==> src/hdl/ipr_defs.svh <==
// Purpose: Constants for the interrupt priority resolver
// Assumes: 54 sources, 3-bit levels held in 4-bit nibbles
// Notes:   Definitions only
`ifndef IPR_DEFS_SVH
`define IPR_DEFS_SVH

`define IPR_NUM_SRC      54
`define IPR_IDX_W        6
`define IPR_LVL_W        3
`define IPR_NIB_W        4
`define IPR_NIB_PER_REG  4
`define IPR_NUM_REG      14
`define IPR_REG_W        16
`define IPR_REG_AW       4
`define IPR_VEC_W        6
`define IPR_VEC_BASE     6'h08
`define IPR_LVL_MIN      3'h0
`define IPR_RESV_A       6'h29
`define IPR_RESV_B       6'h2a
`define IPR_RESV_LO      6'h2d
`define IPR_RESV_HI      6'h35
`define IPR_CFG_RST      16'h0000

`endif

==> src/hdl/ipr_pkg.sv <==
// Purpose: Types for the interrupt priority resolver
// Assumes: ipr_defs.svh constants
// Notes:   Types only
`include "ipr_defs.svh"
package ipr_pkg;
   typedef logic [`IPR_LVL_W-1:0] ipr_lvl_t;
   typedef logic [`IPR_IDX_W-1:0] ipr_idx_t;
   typedef logic [`IPR_VEC_W-1:0] ipr_vec_t;
   typedef logic [`IPR_REG_W-1:0] ipr_word_t;
endpackage

==> src/hdl/ipr_cfg_mem.sv <==
// Purpose: Storage for the priority configuration registers
// Assumes: One write port, one registered read port
// Notes:   Top bit of every nibble is never stored and reads zero
`timescale 1ns/1ps
`include "ipr_defs.svh"
module ipr_cfg_mem #(
   parameter int NUM_REG = `IPR_NUM_REG
) (
   input  wire logic                       mclk,
   input  wire logic                       rst,
   input  wire logic                       wr_en,
   input  wire logic [`IPR_REG_AW-1:0]     wr_addr,
   input  wire ipr_pkg::ipr_word_t         wr_data,
   input  wire logic [`IPR_REG_AW-1:0]     rd_addr,
   output ipr_pkg::ipr_word_t              rd_data,
   output logic [NUM_REG*`IPR_REG_W-1:0]   cfg_flat
);
   import ipr_pkg::*;

   ipr_word_t mem_r [NUM_REG];
   ipr_word_t rd_data_r;

   function automatic ipr_word_t mask_nibbles(input ipr_word_t w);
      ipr_word_t m;
      m = w;
      for (int n = 0; n < `IPR_NIB_PER_REG; n++) begin
         m[n*`IPR_NIB_W + `IPR_LVL_W] = 1'b0;
      end
      return m;
   endfunction

   always_ff @(posedge mclk) begin
      if (rst) begin
         for (int i = 0; i < NUM_REG; i++) begin
            mem_r[i] <= `IPR_CFG_RST;
         end
      end else if (wr_en && (int'(wr_addr) < NUM_REG)) begin
         mem_r[wr_addr] <= mask_nibbles(wr_data);
      end
   end

   always_ff @(posedge mclk) begin
      if (rst) begin
         rd_data_r <= `IPR_CFG_RST;
      end else if (int'(rd_addr) < NUM_REG) begin
         rd_data_r <= mem_r[rd_addr];
      end else begin
         rd_data_r <= `IPR_CFG_RST;
      end
   end

   assign rd_data = rd_data_r;

   always_comb begin
      for (int i = 0; i < NUM_REG; i++) begin
         cfg_flat[i*`IPR_REG_W +: `IPR_REG_W] = mem_r[i];
      end
   end
endmodule

==> src/hdl/ipr_resolver.sv <==
// Purpose: Interrupt priority resolver: ranks requests, delivers vector and level
// Assumes: Requests and configuration come from logic on mclk
//          Requests are level signals already gated by their enables
// Notes:   One cycle from request to registered winner
//          Configuration word k holds sources 4k to 4k+3, one nibble each
//          Level 0 requests are still presented; masking is the core's job
//          Reserved sources are dropped before the search
//          Search runs in two layers: within each word, then across words

`timescale 1ns/1ps
`include "ipr_defs.svh"
module ipr_resolver #(
   parameter int NUM_SRC = `IPR_NUM_SRC,
   parameter int NUM_REG = `IPR_NUM_REG
) (
   input  wire logic                   mclk,
   input  wire logic                   rst,
   input  wire logic [NUM_SRC-1:0]     irq_req,
   input  wire logic                   cfg_wr_en,
   input  wire logic [`IPR_REG_AW-1:0] cfg_wr_addr,
   input  wire ipr_pkg::ipr_word_t     cfg_wr_data,
   input  wire logic [`IPR_REG_AW-1:0] cfg_rd_addr,
   output ipr_pkg::ipr_word_t          cfg_rd_data,
   output logic                        irq_valid,
   output ipr_pkg::ipr_vec_t           irq_vector,
   output ipr_pkg::ipr_lvl_t           irq_level,
   output ipr_pkg::ipr_idx_t           irq_source
);
   import ipr_pkg::*;

   ////////////////////////////////////////////////////////////////////////////
   // Local sizes and signals
   // Four sources share one configuration word, so the search runs per word first
   // Group count rounds up so a part-filled last word still counts
   localparam int NUM_GRP = (NUM_SRC + `IPR_NIB_PER_REG - 1) / `IPR_NIB_PER_REG;

   // Per-source and per-word search state
   logic [NUM_REG*`IPR_REG_W-1:0] cfg_flat;
   logic [NUM_SRC-1:0]            live_req;
   ipr_lvl_t                      src_lvl [NUM_SRC];
   logic                          grp_valid [NUM_GRP];
   ipr_lvl_t                      grp_level [NUM_GRP];
   ipr_idx_t                      grp_source [NUM_GRP];
   logic                          win_valid_nxt;
   ipr_lvl_t                      win_level_nxt;
   ipr_idx_t                      win_source_nxt;
   logic                          irq_valid_r;
   ipr_vec_t                      irq_vector_r;
   ipr_lvl_t                      irq_level_r;
   ipr_idx_t                      irq_source_r;

   ////////////////////////////////////////////////////////////////////////////
   // Configuration storage
   // Reads come back one cycle after the address, from a register
   ipr_cfg_mem #(
      .NUM_REG (NUM_REG)
   ) u_cfg (
      .mclk     (mclk),
      .rst      (rst),
      .wr_en    (cfg_wr_en),
      .wr_addr  (cfg_wr_addr),
      .wr_data  (cfg_wr_data),
      .rd_addr  (cfg_rd_addr),
      .rd_data  (cfg_rd_data),
      .cfg_flat (cfg_flat)
   );

   ////////////////////////////////////////////////////////////////////////////
   // Helpers
   // The compare helpers serve both search layers
   // Reserved source check
   function automatic logic is_reserved(input ipr_idx_t s);
      logic hit;
      hit = (s == `IPR_RESV_A) || (s == `IPR_RESV_B);
      if ((s >= `IPR_RESV_LO) && (s <= `IPR_RESV_HI)) begin
         hit = 1'b1;
      end
      return hit;
   endfunction

   function automatic ipr_lvl_t level_of(input logic [NUM_REG*`IPR_REG_W-1:0] f, input int s);
      return f[s*`IPR_NIB_W +: `IPR_LVL_W];
   endfunction

   function automatic logic ranks_above(input ipr_lvl_t a, input ipr_lvl_t b);
      return a > b;
   endfunction

   function automatic logic takes_over(input logic cand_v, input ipr_lvl_t cand_l,
                                       input logic held_v, input ipr_lvl_t held_l);
      return cand_v && (!held_v || ranks_above(cand_l, held_l));
   endfunction

   function automatic ipr_vec_t vector_of(input ipr_idx_t s);
      return ipr_vec_t'(s + `IPR_VEC_BASE);
   endfunction

   ////////////////////////////////////////////////////////////////////////////
   // Request qualification
   // Reserved slots are dropped here so that no later stage needs to know them
   // Reserved sources dropped
   always_comb begin
      for (int s = 0; s < NUM_SRC; s++) begin
         live_req[s] = irq_req[s] && !is_reserved(ipr_idx_t'(s));
      end
   end

   always_comb begin
      for (int s = 0; s < NUM_SRC; s++) begin
         src_lvl[s] = level_of(cfg_flat, s);
      end
   end

   ////////////////////////////////////////////////////////////////////////////
   // Search within each configuration word
   // Two layers keep the compare chain short: four sources per word, then the words
   // Lowest index scanned first
   always_comb begin
      int idx;
      idx = 0;
      for (int g = 0; g < NUM_GRP; g++) begin
         grp_valid[g]  = 1'b0;
         grp_level[g]  = `IPR_LVL_MIN;
         grp_source[g] = '0;
         for (int n = 0; n < `IPR_NIB_PER_REG; n++) begin
            idx = g * `IPR_NIB_PER_REG + n;
            if (idx < NUM_SRC) begin
               if (takes_over(live_req[idx], src_lvl[idx], grp_valid[g], grp_level[g])) begin
                  grp_valid[g]  = 1'b1;
                  grp_level[g]  = src_lvl[idx];
                  grp_source[g] = ipr_idx_t'(idx);
               end
            end
         end
      end
   end

   ////////////////////////////////////////////////////////////////////////////
   // Search across words, lowest word first
   // Level compared first
   always_comb begin
      win_valid_nxt  = 1'b0;
      win_level_nxt  = `IPR_LVL_MIN;
      win_source_nxt = '0;
      for (int g = 0; g < NUM_GRP; g++) begin
         if (takes_over(grp_valid[g], grp_level[g], win_valid_nxt, win_level_nxt)) begin
            win_valid_nxt  = 1'b1;
            win_level_nxt  = grp_level[g];
            win_source_nxt = grp_source[g];
         end
      end
   end

   ////////////////////////////////////////////////////////////////////////////
   // Registered delivery
   // Outputs fall to zero when nothing is pending, so the core never sees a stale vector
   // Request presence
   always_ff @(posedge mclk) begin
      if (rst) begin
         irq_valid_r <= 1'b0;
      end else begin
         irq_valid_r <= win_valid_nxt;
      end
   end

   always_ff @(posedge mclk) begin
      if (rst) begin
         irq_level_r <= `IPR_LVL_MIN;
      end else if (win_valid_nxt) begin
         irq_level_r <= win_level_nxt;
      end else begin
         irq_level_r <= `IPR_LVL_MIN;
      end
   end

   always_ff @(posedge mclk) begin
      if (rst) begin
         irq_source_r <= '0;
      end else if (win_valid_nxt) begin
         irq_source_r <= win_source_nxt;
      end else begin
         irq_source_r <= '0;
      end
   end

   always_ff @(posedge mclk) begin
      if (rst) begin
         irq_vector_r <= '0;
      end else if (win_valid_nxt) begin
         irq_vector_r <= vector_of(win_source_nxt);
      end else begin
         irq_vector_r <= '0;
      end
   end

   // Top outputs come straight from the flops above
   assign irq_valid  = irq_valid_r;
   assign irq_vector = irq_vector_r;
   assign irq_level  = irq_level_r;
   assign irq_source = irq_source_r;
endmodule

==> config.mk <==
export PLATFORM = sky130hd
export DESIGN_NAME = ipr_resolver
export DESIGN_NICKNAME = d
export VERILOG_FILES = /design/src/hdl/ipr_pkg.sv /design/src/hdl/ipr_cfg_mem.sv /design/src/hdl/ipr_resolver.sv
export VERILOG_INCLUDE_DIRS = /design/src /design/src/hdl
export SDC_FILE = /design/constraint.sdc
export NUM_CORES = 1
export LEC_CHECK = 0
export ABC_AREA = 0
export BUFFER_PORTS_ARGS = -buffer_cell sky130_fd_sc_hd__buf_4
export CAP_MARGIN = 20
export CORE_MARGIN = 3
export CORE_UTILIZATION = 62
export CTS_CLUSTER_SIZE = 12
export DETAILED_ROUTE_END_ITERATION = 10
export PLACE_DENSITY = 0.82
export SLEW_MARGIN = 20
export SYNTH_ARGS = -nofsm -noshare
export SYNTH_HDL_FRONTEND = slang
export SYNTH_SLANG_ARGS = --single-unit
==> constraint.sdc <==
create_clock -name mclk -period 23.4 [get_ports mclk]
set_input_delay 2.34 -clock mclk [delete_from_list [all_inputs] [get_ports mclk]]
set_output_delay 2.34 -clock mclk [all_outputs]
set_load 0.02 [all_outputs]
Yosys cells after proc, flatten, opt, wreduce, memory -nomap -nowiden
Memories as Yosys holds them, arrays and structs flattened. A register that Yosys moved wholly into a read port is not among the register bits.
Index checks and enable logic that the tools add are counted.
{"block": "op_classes", "addsub": 1, "magnitude_cmp": 44, "mux": 172, "bitwise_logic": 2, "reduce_logical": 130}
{"op": "3-bit 2-to-1 mux", "n": 59}
{"op": "6-bit 2-to-1 mux", "n": 26}
{"op": "3-bit > comparator", "n": 42}
{"op": "1-bit 2-to-1 mux", "n": 62}
{"op": "5-bit 2-to-1 mux", "n": 12}
{"op": "1-bit logical AND", "n": 43}
{"op": "1-bit zero test", "n": 42}
{"op": "1-bit logical OR", "n": 42}
{"op": "4-bit 2-to-1 mux", "n": 9}
{"op": "12-bit 2-to-1 mux", "n": 1}
{"op": "12-bit OR reduction", "n": 1}
{"op": "4-bit less-than comparator, second input constant", "n": 2}
{"op": "6-bit by 4-bit adder with 6-bit output, second input constant", "n": 1}
{"op": "2-bit 2-to-1 mux", "n": 3}
{"op": "2-bit OR reduction", "n": 2}
{"op": "1-bit inverter", "n": 2}
{"block": "totals", "regBits": 32, "ram_bits": 168, "in_bits": 81, "out_inout_bits": 32, "word_cells": 355, "memories": 1}
{"name": "u_cfg.mem_r", "depth": 14, "word_bits": 12, "read_ports": 13, "rd_clocked_by_memory_dff": 1, "write_ports": 14, "line": "ipr_cfg_mem.sv:20", "text": "ipr_word_t mem_r [NUM_REG];"}

Logic depth before layout (Yosys ltp)
Gate-level depths: netlist of run 1.
An unclocked memory read counts as a cell.
{"block": "logic_depth", "word_depth": 61, "ltp_mapped": 120, "mapped_depth_nobuf": 115}

Cells and area by module
From an unflattened synthesis of run 1, not the netlist that was laid out.
{"block": "hier_totals", "cells_unflattened": 1557, "hier_area_um2": 15158.3}
{"mod": "ipr_cfg_mem", "instances": 1, "cells_each": 621, "area_each_um2": 8560.7, "seq_area_each_um2": 5285.1}
{"mod": "ipr_resolver", "instances": 1, "cells_each": 936, "area_each_um2": 6597.6, "seq_area_each_um2": 260.2}

Least setup slack after synthesis of run 1
OpenSTA, ideal clock, no wires.
{"block": "synth_path", "kind": "input-to-reg", "start": "input irq_req[0]", "end": "register irq_vector_r[4], in the netlist irq_vector[4]", "setup_time_ns": 0.115, "arrival_time_ns": 20.237, "required_time_ns": 23.285, "path_slack_ns": 3.048, "stages": 108, "path_buffers": 5, "path_cell_list": "buf_2 nand2_1 ha_1 and3b_1 o21ai_0 a21oi_1 a22o_1 inv_1 ha_1 a21oi_1 o21ai_0 a31o_2 a221oi_1 o21bai_1 ha_1 nand3b_1 a32oi_1 o21ai_2 (+72 left out) inv_1 a21o_1 a21oi_1 a31oi_1 nor2_2 nor2_8 nor2_1 a211o_1 ha_1 a21o_1 a21oi_1 a31oi_1 o21ai_2 and2_1 nand3_1 a21oi_1 ha_1 and2_1"}
{"block": "synth_between", "elab_cells_between_ends": 105, "classes_between": "add/sub: 1; order compare: 14; mux: 46; bitwise: 1; reduce/logical: 43"}
{"element": "from (decl)", "line": "ipr_resolver.sv:18", "text": "input wire logic [NUM_SRC-1:0] irq_req,"}
{"element": "3-bit 2-to-1 mux or 1-bit 2-to-1 mux (tied branches)", "line": "ipr_resolver.sv:128", "text": "if (takes_over(live_req[idx], src_lvl[idx], grp_valid[g], grp_level[g])) begin"}
{"element": "3-bit > comparator or 1-bit zero test (tied branches)", "line": "ipr_resolver.sv:86, ipr_resolver.sv:91"}
{"element": "1-bit logical OR", "line": "ipr_resolver.sv:91", "text": "return cand_v && (!held_v || ranks_above(cand_l, held_l));"}
{"element": "1-bit logical AND", "line": "ipr_resolver.sv:91"}
{"element": "3-bit 2-to-1 mux or 1-bit 2-to-1 mux (tied branches)", "line": "ipr_resolver.sv:128"}
{"element": "3-bit > comparator or 1-bit zero test (tied branches)", "line": "ipr_resolver.sv:86, ipr_resolver.sv:91"}
{"element": "1-bit logical OR", "line": "ipr_resolver.sv:91"}
{"element": "1-bit logical AND", "line": "ipr_resolver.sv:91"}
{"element": "(+44 left out)"}
{"element": "1-bit logical AND", "line": "ipr_resolver.sv:91"}
{"element": "3-bit 2-to-1 mux or 1-bit 2-to-1 mux (tied branches)", "line": "ipr_resolver.sv:146", "text": "if (takes_over(grp_valid[g], grp_level[g], win_valid_nxt, win_level_nxt)) begin"}
{"element": "3-bit > comparator or 1-bit zero test (tied branches)", "line": "ipr_resolver.sv:86, ipr_resolver.sv:91"}
{"element": "1-bit logical OR", "line": "ipr_resolver.sv:91"}
{"element": "1-bit logical AND", "line": "ipr_resolver.sv:91"}
{"element": "6-bit 2-to-1 mux (*)", "line": "ipr_resolver.sv:146"}
{"element": "net win_source_nxt[4]", "line": "ipr_resolver.sv:46", "text": "ipr_idx_t win_source_nxt;"}
{"element": "6-bit by 4-bit adder with 6-bit output (no line) (*)"}
{"element": "to (signal assigned)", "line": "ipr_resolver.sv:190", "text": "irq_vector_r <= vector_of(win_source_nxt);"}
{"element": "to (decl)", "line": "ipr_resolver.sv:48", "text": "ipr_vec_t irq_vector_r;"}
The timed path passes the listed nets; every way through them passes the cells marked *.
A chain may end at the register's enable or synchronous reset.

Final worst setup path of run 1
Same ends and word-level chain as after synthesis.

==> out/results.tsv, run 1 <==
stage	metric	value	unit
status	status	complete, no violations	
worst_setup_path	crit_path_end_kind	register	
sta	final_hold_viol_count	0	
sta	whs	691	ps
logic_synthesis	synth_area_leader_cell	edfxtp_1	
worst_setup_path	path_class	primary input to register	
final_layout	post_route_cells_drive_above_1_share	0.166	
clock_network	cts.clk_slew.worst_paths	70	ps
clock_network	clock_latency	450	ps
placement	place_inst	1834	
sta	fin_crit	22090	ps
clock_network	cts_buffers	17	
final_layout	nets	1753	
drt	drtIter0Drc	1140	
logic_synthesis	syn_inst	1480	
logic_synthesis	synth_area	14700	um2
worst_setup_path	arrival	22430	ps
clock_network	tritoncts	yes	
logic_synthesis	synth.area.top_cells	edfxtp_1, ha_1, and2_1	
logic_synthesis	ys_ff_latch	193	
logic_synthesis	synth-edff-count	168	
drt	wl	40.1	mm
logic_synthesis	yosys_warnings	0	
logic_synthesis	yosysTopAreaCellShare	0.343	
drt	firstDrtPassIters	6	
placement	place_worst_setup_slack	191	ps
clock_network	clk_path_buf_depth	2	
logic_synthesis	async_flop_share	0	
sta	slew_viol_final	0	
sta	setup_viol	0	
grt	grt_max_degree	49	
logic_synthesis	synthMostInstantiatedCell	and2_1	
sta	worstMarginPinSlew	919	ps
grt	first_global_vias	11498	
placement	gp_congestion	0.939	
logic_synthesis	synth.distinct_cells	96	
clock_network	clock-root-buffer	clkbuf_16	
floorplanning	io_pins	113	
grt	grt.total_usage	0.310	
logic_synthesis	synth_area_per_cell	9.94	um2
drt	remaining_drc_errors	0	
clock_network	cts_num_sinks	193	
run	maxCapViolCount	0	
drt	ant_nets	0	
worst_setup_path	cp_max_fo	10	
grt	grt_pass1_wl	61.9	mm
worst_setup_path	cpMostUsedCell	ha_1	
final_layout	fin_cells	1872	
grt	antenna_found_initial	1	
worst_setup_path	cp_slowest_cell	nor2_1	
drt	via_per_inst	6.49	
logic_synthesis	ys_seq_area_frac	0.377	
worst_setup_path	required	23740	ps
final_layout	fill_cells	1701	
sta	relSlewSlack	0.385	
floorplanning	die_area	25600	um2
logic_synthesis	yosys_most_used_dff	edfxtp_1	
sta	skew	11.4	ps
placement	port_buffers	93	
worst_hold_path	hp-class	register to register	
final_layout	syn_to_final_growth	10.4	%
clock_network	hold_buffers	0	
logic_synthesis	synth_commonest_cells	and2_1, edfxtp_1, ha_1	
floorplanning	start_util	0.640	
drt	routed-via-count	12150	
grt	overflow	0	
sta	period_share	0.944	
clock_network	h-tree-depth	4	
floorplanning	core	23000	um2
sta	worst_slack	1310	ps
floorplanning	die_w	160	um
placement	post-dp-hpwl	30.5	mm
floorplanning	fp-row-count	55	
worst_setup_path	max_stage_delay	420	ps
sta	fmax	45.3	MHz
worst_setup_path	startpoint_type	primary input	
floorplanning	die_y	160	um
drt	wl_per_cell	21.4	um
sta	setup-tns-final	0	ps
[cell usage in the layout, fill, tap and decap left out, drive strengths merged, types with 6 or more instances in the layout]
master	count
and2	191
edfxtp	168
ha	127
buf	113
inv	112
nor2	88
a21oi	79
nand2	72
o21ai	67
mux2i	40
mux4	36
nand3	34
o21a	30
or2	28
nor2b	25
dfxtp	25
nor3	23
clkbuf	22
nand3b	20
a21o	20
o22ai	18
a31oi	16
o211ai	14
a32oi	14
mux2	12
a22oi	10
and3	10
o21bai	9
o2111ai	9
a211oi	8
nand2b	7
nor4	7
a221oi	6
a21boi	6
[what timing repair did]
action,CTS,global route
resized for setup,0,16
endpoints found under the setup margin,0,12
endpoints found under the hold margin,0,0
buffers inserted,0,5
[per-layer routing]
layer | vias to the layer above | global-route usage | part of all wire
li1 | 5610 | - | -
met1 | 5773 | 0.417 | 0.39
met2 | 650 | 0.498 | 0.46
met3 | 117 | 0.0550 | 0.10
met4 | 0 | 0.127 | 0.042
met5 | - | 0 | 0
[area by class of cell]
cell class,count,area (um2),share of cell area
Antenna cell,1,2.50,0.000154
Sequential cell,193,5550,0.342
Tap cell,313,392,0.0241
Timing Repair Buffer,113,848,0.0522
Multi-Input combinational cell,1112,8500,0.523
Clock buffer,22,475,0.0293
Clock inverter,10,73.8,0.00455
Inverter,108,405,0.0250
[cells by family (layout without fill, tap and decap cells)]
| logic type | after synthesis | after routing | synth area share |
|---|---|---|---|
| AO/OA/AOI/OAI | 361 | 361 | 0.170 |
| XOR/XNOR | 1 | 1 | 0.000595 |
| adder cells (fa/ha/maj) | 127 | 127 | 0.108 |
| buffers and inverters | 178 | 253 | 0.0500 |
| flip-flops | 193 | 193 | 0.377 |
| multiplexers | 88 | 88 | 0.0918 |
| other | 1 | 5 | 0.000255 |
| AND/OR/NAND/NOR | 531 | 531 | 0.203 |
[state kept, by name (all words and copies together) (netlist names)]
| register | cells |
|---|---|
| irq_source | 6 |
| irq_vector | 3 |
| irq_valid | 1 |
| irq_level | 3 |
| u_cfg.rd_data | 12 |
| u_cfg.mem_r | 168 |
[final timing paths]
kind / startpoint / to / slack [ps] / cells past startpoint
setup / recovery: irq_req[0] / irq_vector[4] / 1310 / 103
hold / removal: u_cfg.mem_r[11][1] / irq_level[1] / 690 / 2
setup reg to reg: u_cfg.mem_r[0][1] / irq_vector[4] / 2880 / 102
hold reg to reg: u_cfg.mem_r[11][1] / irq_level[1] / 690 / 2
[metrics by stage]
stage	util	instance area [um2]
final	0.706	16200
after global routing	0.706	16200
after CTS	0.702	16100
after detailed placement	0.679	15600
after global placement	0.679	15600
after floorplan	-	14700
[critical path: cells and delay by family]
kind	cells	cell delay, ps
compound gates	59	11530
simple gates	21	3170
mux	1	270
fa+ha+maj	15	4190
buf+inv	7	900
Power of run 1 is left out: the tool's default activity adds up to more than one toggle a clock period on the data nets, which glitch-free logic cannot reach.
==> inputs of run 2 (changes only) <==
--- a/config.mk
+++ b/config.mk
@@ -6,14 +6,14 @@
 export SDC_FILE = /design/constraint.sdc
 export NUM_CORES = 1
 export LEC_CHECK = 0
-export ABC_AREA = 0
+export ABC_AREA = 1
 export BUFFER_PORTS_ARGS = -buffer_cell sky130_fd_sc_hd__buf_4
 export CAP_MARGIN = 20
 export CORE_MARGIN = 3
-export CORE_UTILIZATION = 62
+export CORE_UTILIZATION = 61
 export CTS_CLUSTER_SIZE = 12
 export DETAILED_ROUTE_END_ITERATION = 10
-export PLACE_DENSITY = 0.82
+export PLACE_DENSITY = 0.81
 export SLEW_MARGIN = 20
 export SYNTH_ARGS = -nofsm -noshare
 export SYNTH_HDL_FRONTEND = slang
==> run 2 against run 1 <==
Net effect:
- critical path depth is 19 higher
- non-clock buffer count is 19 lower
- worst setup slack better by 1500 ps
- utilization is 1.1 points lower
- die area is 5.9% lower
- synthesized area is 7.6% lower
- sequential share of layout area is 2.9 points higher
- final cell count is 12% higher
==> out/results.tsv, run 2 <==
stage	metric	value	unit
status	status	complete, no violations	
placement	post-dp-hpwl	29.2	mm
floorplanning	io_pins	113	
worst_setup_path	startpoint_type	primary input	
sta	setup_viol	0	
logic_synthesis	synth.distinct_cells	44	
logic_synthesis	synth-edff-count	168	
worst_setup_path	crit_path_end_kind	register	
grt	first_global_vias	11860	
grt	antenna_found_initial	0	
final_layout	seq_area	5550	um2
grt	grt.total_usage	0.325	
logic_synthesis	synth_area_leader_cell	edfxtp_1	
drt	via_per_inst	6.13	
final_layout	final_cell_mix	nand2_1, nor2_1, o21ai_0, edfxtp_1, inv_1	
clock_network	cts_buffers	17	
logic_synthesis	syn_inst	1763	
sta	worstMarginPinSlew	1060	ps
logic_synthesis	yosys_most_used_dff	edfxtp_1	
worst_setup_path	required	23740	ps
floorplanning	fp-row-count	53	
floorplanning	start_util	0.633	
worst_setup_path	path_class	primary input to register	
final_layout	multi_input_area	7190	um2
logic_synthesis	synth_area	13600	um2
final_layout	regMostFlops	u_cfg.mem_r	
sta	fmax	48.5	MHz
drt	remaining_drc_errors	0	
final_layout	final_common_cell	nand2_1	
final_layout	fin_area	14900	um2
sta	skew	11.2	ps
final_layout	nets	2019	
run	maxCapViolCount	0	
logic_synthesis	ys_seq_area_frac	0.408	
sta	relSlewSlack	0.293	
clock_network	clock_latency	440	ps
clock_network	ctsResizeCount	0	
sta	final_hold_viol_count	0	
logic_synthesis	async_flop_share	0	
grt	grt_max_degree	98	
final_layout	largest_reg_flops	168	
worst_setup_path	cp-startpoint	irq_req[4]	
clock_network	tritoncts	yes	
logic_synthesis	yosys_warnings	0	
final_layout	fill_cells	1772	
placement	placed_cell_area	14400	um2
sta	slew_viol_final	0	
worst_setup_path	cp_max_fo	10	
sta	setup-tns-final	0	ps
floorplanning	die_w	155	um
worst_setup_path	max_stage_delay	450	ps
clock_network	cts_num_sinks	193	
clock_network	h-tree-depth	4	
clock_network	clock-root-buffer	clkbuf_16	
floorplanning	core	21500	um2
logic_synthesis	synth.area.top_cells	edfxtp_1, ha_1, nand2_1	
clock_network	hold_buffers	0	
worst_setup_path	reg2reg_from	u_cfg.mem_r[1][2]	
clock_network	clk_path_buf_depth	2	
logic_synthesis	synthMostInstantiatedCell	nand2_1	
worst_setup_path	cp_slowest_cell	o22ai_1	
sta	fin_crit	20610	ps
drt	drtIter0Drc	1520	
clock_network	cts_setup_buffers	0	
sta	whs	571	ps
drt	firstDrtPassIters	5	
floorplanning	die_area	24100	um2
final_layout	post_route_cells_drive_above_1_share	0.0877	
logic_synthesis	synth_area_per_cell	7.71	um2
sta	period_share	0.881	
logic_synthesis	ys_ff_latch	193	
worst_hold_path	min_from	u_cfg.mem_r[11][0]	
logic_synthesis	synth_commonest_cells	nand2_1, nor2_1, o21ai_0	
final_layout	syn_to_final_growth	9.97	%
final_layout	num_antenna_cells	0	
placement	gp_congestion	0.973	
logic_synthesis	yosysTopAreaCellShare	0.371	
sta	rsz0062_at_grt	false	
worst_setup_path	arrival	20950	ps
drt	wl_per_cell	19.0	um
drt	ant_nets	0	
placement	port_buffers	93	
drt	wl	39.9	mm
worst_setup_path	cpMostUsedCell	nand2_1	
clock_network	cts.clk_slew.worst_paths	80	ps
worst_hold_path	hp-class	register to register	
grt	overflow	0	
floorplanning	die_y	155	um
grt	grt_pass1_wl	61.4	mm
drt	routed-via-count	12870	
## run 2: changes by cell type in the layout (fill, tap and decap cells not counted), moves of 40 or more
| cell | delta |
|---|---|
| and2_1 | -168 |
| nand3_1 | +109 |
| nand2_1 | +350 |
| mux2i_1 | -40 |
| o21ai_0 | +149 |
| nor2_1 | +162 |
## run 2: worst max-delay path, delay by kind of cell
kind                     cells  cell delay [ps]
AND/OR/NAND/NOR             62             6330
AO/OA/AOI/OAI               33             5690
adder cells (fa/ha/maj)     15             4590
buffers and inverters       12             1960
## run 2: cell families (layout without fill, tap and decap cells)
group / after synthesis / after routing / share of synthesized area
AOI/OAI and AO/OA: 350 / 350 / 0.142
adders and majority gates: 127 / 127 / 0.117
buffers and inverters: 222 / 280 / 0.0638
DFF: 193 / 193 / 0.408
other: 1 / 4 / 0.000276
and+or+nand+nor: 870 / 870 / 0.269
## run 2: final cells by class
class                           instances  share of cell area
Multi-Input combinational cell       1351               0.481
Sequential cell                       193               0.371
Clock buffer                           20              0.0292
Clock inverter                         12             0.00929
Timing Repair Buffer                   94              0.0472
Tap cell                              275              0.0230
Inverter                              154              0.0392
## run 2: path summary, 6_finish.rpt
check / cells after the start / to / slack, ps
setup / recovery: 122 / irq_vector[5] / 2790
hold / removal: 2 / irq_level[0] / 570
setup reg to reg: 120 / irq_vector[5] / 4400
hold reg to reg: 2 / irq_level[0] / 570
## run 2: routing by layer
| metal | wire length (um) | global-route usage | vias to the layer above |
|---|---|---|---|
| li1 | - | - | 6085 |
| met1 | 15400 | 0.434 | 5865 |
| met2 | 18300 | 0.522 | 788 |
| met3 | 4410 | 0.0606 | 132 |
| met4 | 1750 | 0.142 | 0 |
| met5 | 0 | 0 | - |
## run 2: per-stage QoR
stage	utilization	instances	setup WS (ps)
after detailed placement	0.669	2067	2770
after floorplan	-	1766	5690
after CTS	0.696	2099	3100
after global routing	0.696	2099	820
final	0.696	2099	2790
after global placement	0.669	2067	3200
Power of run 2 is left out for the same reason.
==> inputs of run 3 (changes only) <==
--- a/config.mk
+++ b/config.mk
@@ -14,6 +14,7 @@
 export CTS_CLUSTER_SIZE = 12
 export DETAILED_ROUTE_END_ITERATION = 10
 export PLACE_DENSITY = 0.81
+export REMOVE_ABC_BUFFERS = 1
 export SLEW_MARGIN = 20
 export SYNTH_ARGS = -nofsm -noshare
 export SYNTH_HDL_FRONTEND = slang
==> run 3 against run 2 <==
Net effect:
- via count rose by 0.18%
- clock skew about the same
- sequential share of layout area is essentially flat
- critical path depth is 1 lower
- utilization up 0.064 points
- first-iteration DRC count fell by 6.4%
- critical path type unchanged
- highest routed layer unchanged
- largest cell class unchanged
==> out/results.tsv, run 3 (synthesis gave the netlist of run 2 again) <==
stage	metric	value	unit
status	status	complete, no violations	
worst_setup_path	crit_path_end	irq_vector[5]	
clock_network	hold_buffers	0	
grt	antenna_found_initial	0	
sta	fin_crit	20560	ps
worst_setup_path	startpoint_type	primary input	
worst_setup_path	cp_max_fo	10	
worst_setup_path	r2r_setup_slack	4460	ps
floorplanning	die_y	155	um
run	maxCapViolCount	0	
placement	gp_congestion	1.07	
final_layout	regMostFlops	u_cfg.mem_r	
clock_network	h-tree-depth	4	
worst_setup_path	reg2reg_depth	121	
sta	period_share	0.879	
sta	final_hold_viol_count	0	
worst_setup_path	cp-startpoint	irq_req[4]	
worst_setup_path	reg2reg_from	u_cfg.mem_r[1][1]	
clock_network	cts.clk_slew.worst_paths	80	ps
clock_network	clk_path_buf_depth	2	
clock_network	cts_num_sinks	193	
clock_network	cts_buffers	17	
grt	overflow	0	
grt	grt.total_usage	0.335	
grt	grt_max_degree	69	
placement	post-dp-hpwl	29.8	mm
final_layout	post_route_cells_drive_above_1_share	0.0888	
drt	routed-via-count	12893	
placement	port_buffers	93	
sta	rsz0062_at_grt	false	
worst_setup_path	arrival	20900	ps
worst_setup_path	crit_path_end_kind	register	
sta	slew_viol_final	0	
final_layout	nets	2020	
sta	relSlewSlack	0.296	
floorplanning	fp-row-count	53	
final_layout	num_antenna_cells	0	
final_layout	final_cell_mix	nand2_1, nor2_1, o21ai_0, edfxtp_1, inv_1	
clock_network	tritoncts	yes	
sta	skew	10.8	ps
grt	grt_pass1_wl	62.5	mm
worst_setup_path	cp_slowest_cell	o22ai_1	
worst_setup_path	required	23740	ps
sta	fmax	48.6	MHz
drt	firstDrtPassIters	6	
drt	via_per_inst	6.14	
final_layout	syn_to_final_growth	10.1	%
floorplanning	die_area	24100	um2
worst_setup_path	max_stage_delay	470	ps
clock_network	cts_setup_buffers	0	
worst_hold_path	hp-class	register to register	
worst_setup_path	path_class	primary input to register	
floorplanning	io_pins	113	
clock_network	ctsResizeCount	0	
sta	setup-tns-final	0	ps
worst_setup_path	r2r-end	irq_vector[5]	
drt	drtIter0Drc	1422	
clock_network	clock_latency	450	ps
drt	ant_nets	0	
clock_network	clock-root-buffer	clkbuf_16	
final_layout	largest_reg_flops	168	
floorplanning	start_util	0.633	
worst_setup_path	cpMostUsedCell	nand2_1	
drt	wl_per_cell	19.5	um
drt	wl	40.9	mm
drt	remaining_drc_errors	0	
sta	setup_viol	0	
floorplanning	die_w	155	um
final_layout	final_common_cell	nand2_1	
floorplanning	core	21500	um2
final_layout	utilization	0.696	
sta	worstMarginPinSlew	1050	ps
grt	first_global_vias	12114	
run 3: changes by cell type in the layout (fill, tap and decap cells not counted), sizes merged:
cell | before | now
buf | 94 | 95
clkbuf | 20 | 19
inv | 161 | 162
run 3: routing by layer:
layer | vias to the layer above | track usage | routed length, um
met5 | - | 0 | 0
met2 | 699 | 0.556 | 19000
met4 | 0 | 0.163 | 2120
met1 | 5969 | 0.426 | 16000
met3 | 139 | 0.0573 | 3750
li1 | 6086 | - | -
run 3: worst max-delay path: cells and delay by family:
| family | cells | cell delay, ps |
|---|---|---|
| adder cells (fa/ha/maj) | 15 | 4500 |
| AO/OA/AOI/OAI | 35 | 5990 |
| buffers and inverters | 11 | 1870 |
| AND/OR/NAND/NOR | 60 | 6150 |
run 3: worst min path at each step:
stage	start	end	slack, ps	depth (start not counted)
finish	u_cfg.mem_r[11][0]	irq_level[0]	570	2
CTS	u_cfg.mem_r[11][0]	irq_level[0]	550	2
floorplan	u_cfg.mem_r[11][0]	irq_level[0]	490	2
global route	u_cfg.mem_r[11][0]	irq_level[0]	590	2
detailed placement	u_cfg.mem_r[11][2]	irq_level[2]	550	2
global placement	u_cfg.mem_r[11][2]	irq_level[2]	550	2
run 3: cell type report:
| cell class | instances | area [um2] |
|---|---|---|
| multi-input cells | 1351 | 7190 |
| fillers | 1770 | 6520 |
| flip-flops and latches | 193 | 5550 |
| repair buffers | 95 | 713 |
| inverters | 154 | 586 |
| clock buffers | 19 | 443 |
| well taps | 275 | 344 |
| clock inverters | 13 | 139 |
run 3: stage by stage:
stage | hold WS, ps | worst slack (ps) | instance area [um2] | instances
3_3_place_gp | 548 | 3200 | 14400 | 2068
2_1_floorplan | 494 | 5690 | 13300 | 1698
3_5_place_dp | 550 | 2730 | 14400 | 2068
4_1_cts | 549 | 3170 | 15000 | 2100
5_1_grt | 591 | 916 | 15000 | 2100
6_report | 573 | 2840 | 15000 | 2100
Power of run 3 is left out for the same reason.
